==> src/shared/hss_map.svh <==
`ifndef HSS_MAP_SVH
`define HSS_MAP_SVH
// register indices; byte address is four times the index
`define IDX_TIMER_B      6'h0d
`define IDX_SHUTDOWN     6'h10
`define IDX_SELECT_A     6'h14
`define IDX_SELECT_B     6'h15
// field positions
`define ON_MSB           6
`define ON_LSB           4
`define PER_MSB          2
`define PER_LSB          0
`define LOSW_MSB         2
`define LOSW_LSB         0
`define HISW_MSB         6
`define HISW_LSB         4
`define OV_DIS_BIT       6
`define UV_DIS_BIT       5
`define REC_BIT          4
// writable bits and reset values
`define MASK_TIMER       8'h77
`define MASK_SHUTDOWN    8'h70
`define MASK_SELECT      8'h77
`define RST_TIMER        8'h00
`define RST_SHUTDOWN     8'h00
`define RST_SELECT       8'h00
// timing
`define CLK_MHZ          250
`define TICK_US          100
`define ON1_US           100
`define ON2_US           300
`define ON3_US           1000
`define ON4_US           10000
`define ON5_US           20000
`define PER0_US          10000
`define PER1_US          20000
`define PER2_US          50000
`define PER3_US          100000
`define PER4_US          200000
`define PER5_US          1000000
`define PER6_US          2000000
`endif

==> src/shared/hss_pkg.sv <==
package hss_pkg;
   // on-time codes of the cyclic timer
   typedef enum logic [2:0] {
      ON_OFF_LOW = 3'b000,
      ON_T1      = 3'b001,
      ON_T2      = 3'b010,
      ON_T3      = 3'b011,
      ON_T4      = 3'b100,
      ON_T5      = 3'b101,
      ON_HIGH    = 3'b110,
      ON_RSVD    = 3'b111
   } on_code_t;
   // drive source of one switch
   typedef enum logic [2:0] {
      SRC_OFF    = 3'b000,
      SRC_ON     = 3'b001,
      SRC_CYC_A  = 3'b010,
      SRC_CYC_B  = 3'b011,
      SRC_DUTY_A = 3'b100,
      SRC_DUTY_B = 3'b101,
      SRC_RSV6   = 3'b110,
      SRC_RSV7   = 3'b111
   } src_t;
   // supply cutoff state
   typedef enum logic {
      SUP_NORMAL = 1'b0,
      SUP_CUT    = 1'b1
   } sup_state_t;
   // raw supply comparator levels
   typedef struct packed {
      logic ov;
      logic uv;
   } supply_flags_t;
endpackage : hss_pkg

==> src/design/cyclic_timer.sv <==
`timescale 1ns/1ps
`include "hss_map.svh"
module cyclic_timer (
   input  wire logic              pclk,
   input  wire logic              presetn,
   input  wire logic              tick,
   input  wire logic              restart,
   input  wire hss_pkg::on_code_t on_code,
   input  wire logic [2:0]        per_code,
   output wire logic              level,
   output wire logic              sample
);
   import hss_pkg::*;

   logic [14:0] cnt;        // ticks into the period
   logic [14:0] on_ticks;   // ticks of active output
   logic [14:0] per_ticks;  // ticks per period
   wire  logic  running;    // counting periods

   // on-time lookup in ticks
   always_comb begin
      unique case (on_code)
         ON_T1:   on_ticks = 15'(`ON1_US / `TICK_US);
         ON_T2:   on_ticks = 15'(`ON2_US / `TICK_US);
         ON_T3:   on_ticks = 15'(`ON3_US / `TICK_US);
         ON_T4:   on_ticks = 15'(`ON4_US / `TICK_US);
         ON_T5:   on_ticks = 15'(`ON5_US / `TICK_US);
         ON_OFF_LOW, ON_HIGH, ON_RSVD: on_ticks = 15'h0001;
      endcase
   end

   // period lookup; reserved code keeps the timer stopped
   always_comb begin
      unique case (per_code)
         3'b000:  per_ticks = 15'(`PER0_US / `TICK_US);
         3'b001:  per_ticks = 15'(`PER1_US / `TICK_US);
         3'b010:  per_ticks = 15'(`PER2_US / `TICK_US);
         3'b011:  per_ticks = 15'(`PER3_US / `TICK_US);
         3'b100:  per_ticks = 15'(`PER4_US / `TICK_US);
         3'b101:  per_ticks = 15'(`PER5_US / `TICK_US);
         3'b110:  per_ticks = 15'(`PER6_US / `TICK_US);
         3'b111:  per_ticks = 15'(`PER6_US / `TICK_US);
      endcase
   end

   // runs as soon as a real on-time and a non-reserved period sit in the register
   assign running = (on_code >= ON_T1) && (on_code <= ON_T5) && (per_code != 3'b111);
   // high for the on-time at period start, then low; stopped codes hold a level
   assign level = running ? (cnt < on_ticks) : (on_code == ON_HIGH);
   // end of on-time, where a cyclic wake filter samples
   assign sample = tick && running && (cnt == on_ticks - 15'h0001);

   ////////////////////////////////////////////////////////////////////////
   // period counter; a register write restarts the period
   always_ff @(posedge pclk or negedge presetn) begin
      if (!presetn) begin
         cnt <= 15'h0000;
      end else if (restart || !running) begin
         cnt <= 15'h0000;
      end else if (tick) begin
         cnt <= (cnt >= per_ticks - 15'h0001) ? 15'h0000 : cnt + 15'h0001;
      end
   end

   ////////////////////////////////////////////////////////////////////////
   property p_off_low;
      @(posedge pclk) disable iff (!presetn) (on_code == ON_OFF_LOW) |-> !level;
   endproperty
   a_off_low: assert property (p_off_low) else $error("stopped-low code drives high");

   property p_held_high;
      @(posedge pclk) disable iff (!presetn) (on_code == ON_HIGH) ##1 (on_code == ON_HIGH) |-> level && cnt == 15'h0000;
   endproperty
   a_held_high: assert property (p_held_high) else $error("stopped-high code not high");

   property p_start_on_write;
      @(posedge pclk) disable iff (!presetn) (restart && running) |=> (cnt == 15'h0000) && (running -> level);
   endproperty
   a_start_on_write: assert property (p_start_on_write) else $error("timer not started by write");

   property p_period_wrap;
      @(posedge pclk) disable iff (!presetn) running |-> cnt < per_ticks;
   endproperty
   a_period_wrap: assert property (p_period_wrap) else $error("count passed period");

   property p_on_end;
      @(posedge pclk) disable iff (!presetn)
         (running && $stable(on_code) && $stable(per_code) && $fell(level)) |-> cnt == on_ticks;
   endproperty
   a_on_end: assert property (p_on_end) else $error("on-time length wrong");
endmodule : cyclic_timer

==> src/design/high_side_switch_timer_ctrl.sv <==
// Function
// - on-time 000 stops timer, output low
// - on-time codes give 0.1 to 20ms
// - code 110 holds high; 111 reserved
// - period codes give 10ms to 2s
// - timer starts when on-time is written
// - restart-mode clear in cyclic sense clears timer
// - reserved bits read back zero
// - overvoltage cuts switches unless disabled
// - undervoltage cuts switches unless disabled
// - recovery bit restores prior switch state
// - sources off, on, timer a, timer b
// - sources duty a, duty b; rest reserved
// - field layout of the selection registers
// - overcurrent or overtemperature clears selection
// - reset values for reset and restart
// - switches three, four use same codes
// - wake filter samples at on-time end
//
// The APB slave port was decided locally.
`timescale 1ns/1ps
`include "hss_map.svh"
module high_side_switch_timer_ctrl #(
   parameter int unsigned TICK_CYCLES = `TICK_US * `CLK_MHZ
) (
   input  wire logic                  pclk,
   input  wire logic                  presetn,
   input  wire logic                  psel,
   input  wire logic                  penable,
   input  wire logic                  pwrite,
   input  wire logic [7:0]            paddr,
   input  wire logic [31:0]           pwdata,
   output      logic [31:0]           prdata,
   output      logic                  pready,
   output      logic                  pslverr,
   input  wire hss_pkg::supply_flags_t supply_raw,
   input  wire logic [3:0]            hs_fault_raw,
   input  wire logic                  restart_req,
   input  wire logic                  restart_mode,
   input  wire logic                  soft_reset_req,
   input  wire logic                  cyclic_sense_sel,
   input  wire logic                  cyclic_source_a,
   input  wire logic                  duty_generator_a,
   input  wire logic                  duty_generator_b,
   output      logic [3:0]            selected_switch_output,
   output      logic                  cyclic_b_sample
);
   import hss_pkg::*;

   localparam logic [14:0] TICK_LAST = 15'(TICK_CYCLES - 1);

   ////////////////////////////////////////////////////////////////////////
   // registers and their next values
   logic [7:0] cyclic_timer_b_control;          // on-time and period
   logic [7:0] switch_supply_shutdown_control;  // cutoff and recovery
   logic [7:0] switch_source_select_a;          // switches one and two
   logic [7:0] switch_source_select_b;          // switches three and four
   logic [7:0] next_timer;
   logic [7:0] next_shutdown;
   logic [7:0] next_sel_a;
   logic [7:0] next_sel_b;

   // named fields
   wire on_code_t   cyclic_b_on_time;
   wire logic [2:0] cyclic_b_period;
   wire logic       overvoltage_cutoff_disable;
   wire logic       undervoltage_cutoff_disable;
   wire logic       supply_fault_recovery_enable;
   wire logic [2:0] switch_one_source;
   wire logic [2:0] switch_two_source;
   wire logic [2:0] switch_three_source;
   wire logic [2:0] switch_four_source;

   assign cyclic_b_on_time = on_code_t'(cyclic_timer_b_control[`ON_MSB:`ON_LSB]);
   assign cyclic_b_period = cyclic_timer_b_control[`PER_MSB:`PER_LSB];
   assign overvoltage_cutoff_disable = switch_supply_shutdown_control[`OV_DIS_BIT];
   assign undervoltage_cutoff_disable = switch_supply_shutdown_control[`UV_DIS_BIT];
   assign supply_fault_recovery_enable = switch_supply_shutdown_control[`REC_BIT];
   assign switch_one_source = switch_source_select_a[`LOSW_MSB:`LOSW_LSB];
   assign switch_two_source = switch_source_select_a[`HISW_MSB:`HISW_LSB];
   assign switch_three_source = switch_source_select_b[`LOSW_MSB:`LOSW_LSB];
   assign switch_four_source = switch_source_select_b[`HISW_MSB:`HISW_LSB];

   ////////////////////////////////////////////////////////////////////////
   // pin synchronisers: comparators and fault flags are asynchronous
   logic [5:0] sync_meta;  // first stage, read only by sync_out
   logic [5:0] sync_out;   // safe to use
   wire  logic ov_s;
   wire  logic uv_s;
   wire  logic [3:0] fault_s;

   always_ff @(posedge pclk or negedge presetn) begin
      if (!presetn) begin
         sync_meta <= 6'h00;
         sync_out  <= 6'h00;
      end else begin
         sync_meta <= {supply_raw.ov, supply_raw.uv, hs_fault_raw};
         sync_out  <= sync_meta;
      end
   end

   assign ov_s = sync_out[5];
   assign uv_s = sync_out[4];
   assign fault_s = sync_out[3:0];

   ////////////////////////////////////////////////////////////////////////
   // tick divider for the timer base
   logic [14:0] div_cnt;  // cycles into the tick
   logic        tick;     // one-cycle pulse each tick

   always_ff @(posedge pclk or negedge presetn) begin
      if (!presetn) begin
         div_cnt <= 15'h0000;
         tick    <= 1'b0;
      end else begin
         div_cnt <= (div_cnt == TICK_LAST) ? 15'h0000 : div_cnt + 15'h0001;
         tick    <= (div_cnt == TICK_LAST);
      end
   end

   ////////////////////////////////////////////////////////////////////////
   // apb decode; one wait state so every answer comes from a flop
   wire logic hit_timer;
   wire logic hit_shutdown;
   wire logic hit_sel_a;
   wire logic hit_sel_b;
   wire logic mapped;
   wire logic access;
   wire logic wr_timer;
   wire logic wr_shutdown;
   wire logic wr_sel_a;
   wire logic wr_sel_b;
   wire logic [7:0] rd_mux;

   assign hit_timer    = (paddr == {`IDX_TIMER_B, 2'b00});
   assign hit_shutdown = (paddr == {`IDX_SHUTDOWN, 2'b00});
   assign hit_sel_a    = (paddr == {`IDX_SELECT_A, 2'b00});
   assign hit_sel_b    = (paddr == {`IDX_SELECT_B, 2'b00});
   assign mapped       = hit_timer | hit_shutdown | hit_sel_a | hit_sel_b;
   assign access       = psel & penable & pready;
   assign wr_timer     = access & pwrite & hit_timer;
   assign wr_shutdown  = access & pwrite & hit_shutdown;
   assign wr_sel_a     = access & pwrite & hit_sel_a;
   assign wr_sel_b     = access & pwrite & hit_sel_b;
   // stored values are masked, so reserved bits read as zero
   assign rd_mux = hit_timer    ? cyclic_timer_b_control :
                   hit_shutdown ? switch_supply_shutdown_control :
                   hit_sel_a    ? switch_source_select_a :
                   hit_sel_b    ? switch_source_select_b : 8'h00;

   // answer flops
   always_ff @(posedge pclk or negedge presetn) begin
      if (!presetn) begin
         pready  <= 1'b0;
         prdata  <= 32'h0000_0000;
         pslverr <= 1'b0;
      end else if (psel && penable && !pready) begin
         pready  <= 1'b1;
         prdata  <= {24'h00_0000, pwrite ? 8'h00 : rd_mux};
         pslverr <= !mapped;
      end else begin
         pready  <= 1'b0;
         prdata  <= 32'h0000_0000;
         pslverr <= 1'b0;
      end
   end

   ////////////////////////////////////////////////////////////////////////
   // supply cutoff state
   sup_state_t sup_state;
   sup_state_t next_sup;
   wire logic  cut_cond;  // a fault that is allowed to cut
   wire logic  cut_now;   // entering cutoff this cycle

   assign cut_cond = (ov_s & ~overvoltage_cutoff_disable)
                   | (uv_s & ~undervoltage_cutoff_disable);
   assign next_sup = cut_cond ? SUP_CUT : SUP_NORMAL;
   assign cut_now  = (sup_state == SUP_NORMAL) & cut_cond;

   always_ff @(posedge pclk or negedge presetn) begin
      if (!presetn) begin
         sup_state <= SUP_NORMAL;
      end else begin
         sup_state <= next_sup;
      end
   end

   ////////////////////////////////////////////////////////////////////////
   // selection next values; hardware clears override a write in the same cycle
   always_comb begin
      next_sel_a = switch_source_select_a;
      next_sel_b = switch_source_select_b;
      if (wr_sel_a) begin
         next_sel_a = pwdata[7:0] & `MASK_SELECT;
      end
      if (wr_sel_b) begin
         next_sel_b = pwdata[7:0] & `MASK_SELECT;
      end
      if (fault_s[0]) begin
         next_sel_a[`LOSW_MSB:`LOSW_LSB] = 3'h0;
      end
      if (fault_s[1]) begin
         next_sel_a[`HISW_MSB:`HISW_LSB] = 3'h0;
      end
      if (fault_s[2]) begin
         next_sel_b[`LOSW_MSB:`LOSW_LSB] = 3'h0;
      end
      if (fault_s[3]) begin
         next_sel_b[`HISW_MSB:`HISW_LSB] = 3'h0;
      end
      // without recovery the cut switches stay off afterwards
      if (cut_now && !supply_fault_recovery_enable) begin
         next_sel_a = `RST_SELECT;
         next_sel_b = `RST_SELECT;
      end
      if (restart_req || soft_reset_req) begin
         next_sel_a = `RST_SELECT;
         next_sel_b = `RST_SELECT;
      end
   end

   // a selection falling to off this cycle
   wire logic sel_cleared;
   assign sel_cleared = ((switch_one_source != 3'h0) && (next_sel_a[`LOSW_MSB:`LOSW_LSB] == 3'h0))
                      | ((switch_two_source != 3'h0) && (next_sel_a[`HISW_MSB:`HISW_LSB] == 3'h0))
                      | ((switch_three_source != 3'h0) && (next_sel_b[`LOSW_MSB:`LOSW_LSB] == 3'h0))
                      | ((switch_four_source != 3'h0) && (next_sel_b[`HISW_MSB:`HISW_LSB] == 3'h0));

   // timer and shutdown next values
   always_comb begin
      next_timer    = cyclic_timer_b_control;
      next_shutdown = switch_supply_shutdown_control;
      if (wr_timer) begin
         next_timer = pwdata[7:0] & `MASK_TIMER;
      end
      if (wr_shutdown) begin
         next_shutdown = pwdata[7:0] & `MASK_SHUTDOWN;
      end
      // stale timing would fake a wake detection after restart
      if (restart_mode && cyclic_sense_sel && sel_cleared) begin
         next_timer = `RST_TIMER;
      end
      // restart keeps the cutoff bits, soft reset does not
      if (restart_req || soft_reset_req) begin
         next_timer = `RST_TIMER;
      end
      if (soft_reset_req) begin
         next_shutdown = `RST_SHUTDOWN;
      end
   end

   ////////////////////////////////////////////////////////////////////////
   // register flops
   always_ff @(posedge pclk or negedge presetn) begin
      if (!presetn) begin
         cyclic_timer_b_control         <= `RST_TIMER;
         switch_supply_shutdown_control <= `RST_SHUTDOWN;
         switch_source_select_a         <= `RST_SELECT;
         switch_source_select_b         <= `RST_SELECT;
      end else begin
         cyclic_timer_b_control         <= next_timer;
         switch_supply_shutdown_control <= next_shutdown;
         switch_source_select_a         <= next_sel_a;
         switch_source_select_b         <= next_sel_b;
      end
   end

   ////////////////////////////////////////////////////////////////////////
   // the second cyclic timer
   wire logic cyclic_b_level;
   wire logic cyclic_b_end;

   cyclic_timer u_cyclic_b (
      .pclk     (pclk),
      .presetn  (presetn),
      .tick     (tick),
      // restart on the write edge itself: a late restart would leave an old count past a shorter period
      .restart  (wr_timer),
      .on_code  (cyclic_b_on_time),
      .per_code (cyclic_b_period),
      .level    (cyclic_b_level),
      .sample   (cyclic_b_end)
   );

   ////////////////////////////////////////////////////////////////////////
   // source decode per switch; reserved codes drive nothing
   wire logic [2:0] src_field [4];
   wire logic [3:0] drive;

   assign src_field[0] = switch_one_source;
   assign src_field[1] = switch_two_source;
   assign src_field[2] = switch_three_source;
   assign src_field[3] = switch_four_source;

   for (genvar g = 0; g < 4; g++) begin : g_drive
      assign drive[g] = (src_field[g] == SRC_ON)
                      | ((src_field[g] == SRC_CYC_A) & cyclic_source_a)
                      | ((src_field[g] == SRC_CYC_B) & cyclic_b_level)
                      | ((src_field[g] == SRC_DUTY_A) & duty_generator_a)
                      | ((src_field[g] == SRC_DUTY_B) & duty_generator_b);
   end

   // output flops; cutoff forces all four off, selections resume on recovery only with the recovery bit set
   always_ff @(posedge pclk or negedge presetn) begin
      if (!presetn) begin
         selected_switch_output <= 4'h0;
         cyclic_b_sample        <= 1'b0;
      end else begin
         selected_switch_output <= (next_sup == SUP_NORMAL) ? drive : 4'h0;
         cyclic_b_sample        <= cyclic_b_end;
      end
   end

   ////////////////////////////////////////////////////////////////////////
   property p_reserved_zero;
      @(posedge pclk) disable iff (!presetn) pready |-> (prdata[31:7] == 25'h0) && !prdata[3];
   endproperty
   a_reserved_zero: assert property (p_reserved_zero) else $error("reserved bit read nonzero");

   property p_ov_cut;
      @(posedge pclk) disable iff (!presetn) (ov_s && !overvoltage_cutoff_disable) |=> selected_switch_output == 4'h0;
   endproperty
   a_ov_cut: assert property (p_ov_cut) else $error("overvoltage did not cut switches");

   property p_uv_cut;
      @(posedge pclk) disable iff (!presetn) (uv_s && !undervoltage_cutoff_disable) |=> selected_switch_output == 4'h0;
   endproperty
   a_uv_cut: assert property (p_uv_cut) else $error("undervoltage did not cut switches");

   property p_no_recovery;
      @(posedge pclk) disable iff (!presetn)
         (cut_now && !supply_fault_recovery_enable) |=> (switch_source_select_a == 8'h00) && (switch_source_select_b == 8'h00);
   endproperty
   a_no_recovery: assert property (p_no_recovery) else $error("selections kept without recovery");

   property p_fault_clear;
      @(posedge pclk) disable iff (!presetn) (fault_s != 4'h0) |=>
         (!$past(fault_s[0]) || switch_one_source == 3'h0) && (!$past(fault_s[1]) || switch_two_source == 3'h0)
         && (!$past(fault_s[2]) || switch_three_source == 3'h0) && (!$past(fault_s[3]) || switch_four_source == 3'h0);
   endproperty
   a_fault_clear: assert property (p_fault_clear) else $error("fault did not clear selection");

   property p_restart_values;
      @(posedge pclk) disable iff (!presetn)
         (restart_req && !soft_reset_req && !wr_shutdown) |=>
         (cyclic_timer_b_control == 8'h00) && (switch_source_select_a == 8'h00) && $stable(switch_supply_shutdown_control);
   endproperty
   a_restart_values: assert property (p_restart_values) else $error("restart values wrong");

   property p_cyclic_clear;
      @(posedge pclk) disable iff (!presetn) (restart_mode && cyclic_sense_sel && sel_cleared) |=> cyclic_timer_b_control == 8'h00;
   endproperty
   a_cyclic_clear: assert property (p_cyclic_clear) else $error("timer kept after selection clear");

   property p_on_source;
      @(posedge pclk) disable iff (!presetn) (switch_one_source == SRC_ON && !cut_cond) |=> selected_switch_output[0];
   endproperty
   a_on_source: assert property (p_on_source) else $error("permanent-on switch is low");

   property p_duty_follow;
      @(posedge pclk) disable iff (!presetn)
         (switch_four_source == SRC_DUTY_B && !cut_cond) |=> selected_switch_output[3] == $past(duty_generator_b);
   endproperty
   a_duty_follow: assert property (p_duty_follow) else $error("switch does not follow duty b");
endmodule : high_side_switch_timer_ctrl

==> config.mk <==
export PLATFORM = sky130hd
export DESIGN_NAME = high_side_switch_timer_ctrl
export DESIGN_NICKNAME = d
export VERILOG_FILES = /design/src/shared/hss_pkg.sv /design/src/design/cyclic_timer.sv /design/src/design/high_side_switch_timer_ctrl.sv
export VERILOG_INCLUDE_DIRS = /design/src /design/src/shared
export SDC_FILE = /design/constraint.sdc
export NUM_CORES = 1
export LEC_CHECK = 0
export BUFFER_PORTS_ARGS = -buffer_cell sky130_fd_sc_hd__buf_2
export CORE_MARGIN = 2
export CORE_UTILIZATION = 30
export CTS_CLUSTER_DIAMETER = 40
export DETAILED_ROUTE_END_ITERATION = 16
export GPL_ROUTABILITY_DRIVEN = 0
export GPL_TIMING_DRIVEN = 0
export SYNTH_ARGS = -nofsm -noshare
export SYNTH_HDL_FRONTEND = slang
export SYNTH_SLANG_ARGS = --single-unit
==> constraint.sdc <==
create_clock -name pclk -period 6.4 [get_ports pclk]
set_input_delay 1.6 -clock pclk [delete_from_list [all_inputs] [get_ports pclk]]
set_output_delay 1.6 -clock pclk [all_outputs]
set_load 0.01 [all_outputs]
==> results_dict.tcl <==
set metrics [dict create \
    ctsHoldBuffers 0 \
    synth_edf_count 0 \
    r2r_start "cyclic_timer_b_control[5]$_DFFE_PN0P_" \
    crit_path_end_kind "flip-flop" \
    grt.total_usage_pct 14.44 \
    routed-wl-met3_um 722 \
    wl_um 11760 \
    clock-root-buffer "clkbuf_16" \
    fmax_mhz 282.1 \
    status "finished, final reports clean" \
    fillCellCount 1590 \
    min_path_cells 0 \
    fin_nets 694 \
    maxSlewHeadroom_pct 42.49 \
    final_antenna_net_count 0 \
    final_hold_viol_count 0 \
    cts_buffer_depth 2 \
    wl_met1_um 5248 \
    grt_max_degree 53 \
    die_h_um 130.7 \
    crit_fanout 10 \
    layout_worst_path_cycle_share_pct 55.39 \
    syn_avg_cell_area_sq_um 9.178 \
    start_kind "input pin" \
    hpwl_um 8877 \
    seqCellArea_sq_um 1977 \
    hp-class "flip-flop to flip-flop" \
    p_leak_nw 2.612 \
    finalSetupViolations 0 \
    wl_per_cell_um 14.21 \
    max-cap-violations 0 \
    design_area_sq_um 5753 \
    power.density_nw_per_um2 194.9 \
    synth_seq_cells 79 \
    die_area_sq_um 17090 \
    top_layer_used "met4" \
    finalSetupTns_ns 0 \
    hold_slack_ns 0.3500 \
    r2r_slack_ns 3.46 \
    drt_iter0_markers 337 \
    htreeDepth 3 \
    die_width_um 130.7 \
    r2r_end "u_cyclic_b.cnt[2]$_DFFE_PN0P_" \
    irDropWorstVdd_mv 0.1239 \
    num_antenna_cells 0 \
    ys_seq_area_share_pct 41.03 \
    path_clk_slew_ns 0.06 \
    worst_slack_ns 2.855 \
    final_core_util_pct 36.48 \
    synth_cells 525 \
    clock_sinks 79 \
    drive_gt1_share_pct 16.99 \
    via_per_inst 4.878 \
    worstMarginPinSlew_ns 0.8561 \
    post_cts_buffers 0 \
    antenna_found_initial 0 \
    netlist_area_sq_um 4818 \
    r2r_cells 8 \
    num_vias 4039 \
    firstDrtPassIters 4 \
    ios 97 \
    min_period_ns 3.545 \
    drc 0 \
    timing.final.max_slew_violations 0 \
    grt_pass1_wl_um 19400 \
    ys.warnings.count 0 \
    port_buffers 46 \
    syn2layout_area_growth_pct 19.40 \
    hold_end "sync_out[1]$_DFF_PN0_" \
    p_total_mw 1.121 \
    min_from "sync_meta[1]$_DFF_PN0_" \
    cts_tree "yes" \
    yosysUniqueCellTypes 57 \
    async_flop_share_pct 100.0 \
    crit_arrival_ns 3.74 \
    multi_input_area_sq_um 2614 \
    core-area_sq_um 15770 \
    fin_skew_ns 0.007387 \
    rows 46 \
    fin_cells 828 \
    dpl-instance-area_sq_um 5439 \
    critical_path_class "input pin to flip-flop" \
    cts_buffers 9 \
    place_ws_ns 2.501 \
    wl_met2_um 5539 \
    dp.cells 812 \
    grt_pass1_vias 3971 \
    synth_flop_cell "dfrtp_1" \
    cts_resized 0 \
    crit_required_ns 6.59 \
    insertion_delay_ns 0.34 \
    rsz0062_at_grt "no" \
    initial_core_util_pct 30.55 \
    overflow 0 \
]
==> cells by family (layout without fill, tap and decap cells) <==
family / Yosys count / count (layout) / share of synthesized area [%]
compound gates: 91 / 91 / 12.36
buf+inv: 57 / 120 / 6.596
other cells: 2 / 26 / 0.1559
simple gates: 221 / 221 / 23.24
mux: 23 / 23 / 4.908
fa+ha+maj: 29 / 29 / 7.531
flops: 79 / 79 / 41.03
xor+xnor: 23 / 23 / 4.181
==> where the power goes <==
part           internal (mW)  switching (mW)
Combinational         0.0239          0.0351
Clock                  0.343           0.212
Sequential             0.505         0.00324
==> cell usage after synthesis (12+ instances only) <==
cell type / instances / area share [%]
xnor2_1: 12 / 2.2
o21ai_0: 18 / 1.9
nand3_1: 23 / 2.4
dfrtp_1: 79 / 41
nor3_1: 40 / 4.2
a21oi_1: 28 / 2.9
nor2_1: 48 / 3.7
nand2_1: 51 / 4.0
mux2i_1: 18 / 3.7
ha_1: 29 / 7.5
inv_1: 17 / 1.3
buf_4: 25 / 3.9
==> area by class of cell <==
cell class                      instances  share of cell area [%]
Timing Repair Buffer                   47                   4.524
Tap cell                              216                   4.698
Clock buffer                           11                   4.045
Multi-Input combinational cell        413                   45.43
Buffer                                 40                   4.415
Sequential cell                        79                   34.36
Inverter                               17                   1.109
Clock inverter                          5                   1.414
==> layer usage <==
layer / GRT usage, % / vias up
met2: 23.87 / 126
met5: 0 / -
met3: 2.402 / 22
met4: 5.632 / 0
met1: 18.97 / 1893
li1: - / 1998
==> worst max path at each step <==
stage	startpoint	end	slack (ns)	depth (start not counted)
6_report	paddr[1]	u_cyclic_b.cnt[13]$_DFFE_PN0P_	2.86	9
4_1_cts	paddr[1]	u_cyclic_b.cnt[13]$_DFFE_PN0P_	2.85	9
3_3_place_gp	paddr[1]	u_cyclic_b.cnt[12]$_DFFE_PN0P_	2.55	9
2_1_floorplan	paddr[1]	u_cyclic_b.cnt[6]$_DFFE_PN0P_	2.89	7
3_5_place_dp	paddr[1]	u_cyclic_b.cnt[13]$_DFFE_PN0P_	2.50	9
5_1_grt	paddr[1]	cyclic_timer_b_control[1]$_DFFE_PN0P_	2.69	8
==> worst max-delay path: stages <==
cell,delay [ns]
buf_2,0.10
or4_4,0.55
nor3_4,0.55
a211oi_2,0.13
and4b_1,0.25
buf_6,0.14
buf_2,0.18
nand3_1,0.09
o311ai_0,0.13
==> registers in the layout, summed over array words and instances, names as in the netlist, 4 cells and up <==
signal and cells:
u_cyclic_b.cnt 15, cyclic_timer_b_control 6, prdata 7, selected_switch_output 4, sync_out 6, sync_meta 6, switch_source_select_b 6, div_cnt 15
switch_source_select_a 6
==> cells in the final DEF (no fill, tap or decap), types with 3 or more instances in the layout <==
cell       Yosys  routed
buf_2          2      47
nand2b_1       4       4
mux2i_1       18      18
or3_1          6       6
nand2_1       51      51
a211oi_1       3       3
xor2_1        11      11
mux2_2         5       5
a31oi_1        4       4
clkbuf_1      10      12
nor4_1         3       3
nand4_1        9       9
o311ai_0       5       5
o21ai_0       18      18
and3_1         5       5
ha_1          29      29
nor2b_1        8       8
clkbuf_16      0       9
nand3b_1       3       3
conb_1         2      26
a222oi_1       3       3
inv_1         17      17
dfrtp_1       79      79
a22o_1         5       5
a21oi_1       28      28
nand3_1       23      23
xnor2_1       12      12
buf_4         25      26
nor3_1        40      40
nor2_1        48      48
or2_2          4       4
a22oi_1        4       4
a21o_1         7       7
Power figures use the tool's default switching activity.
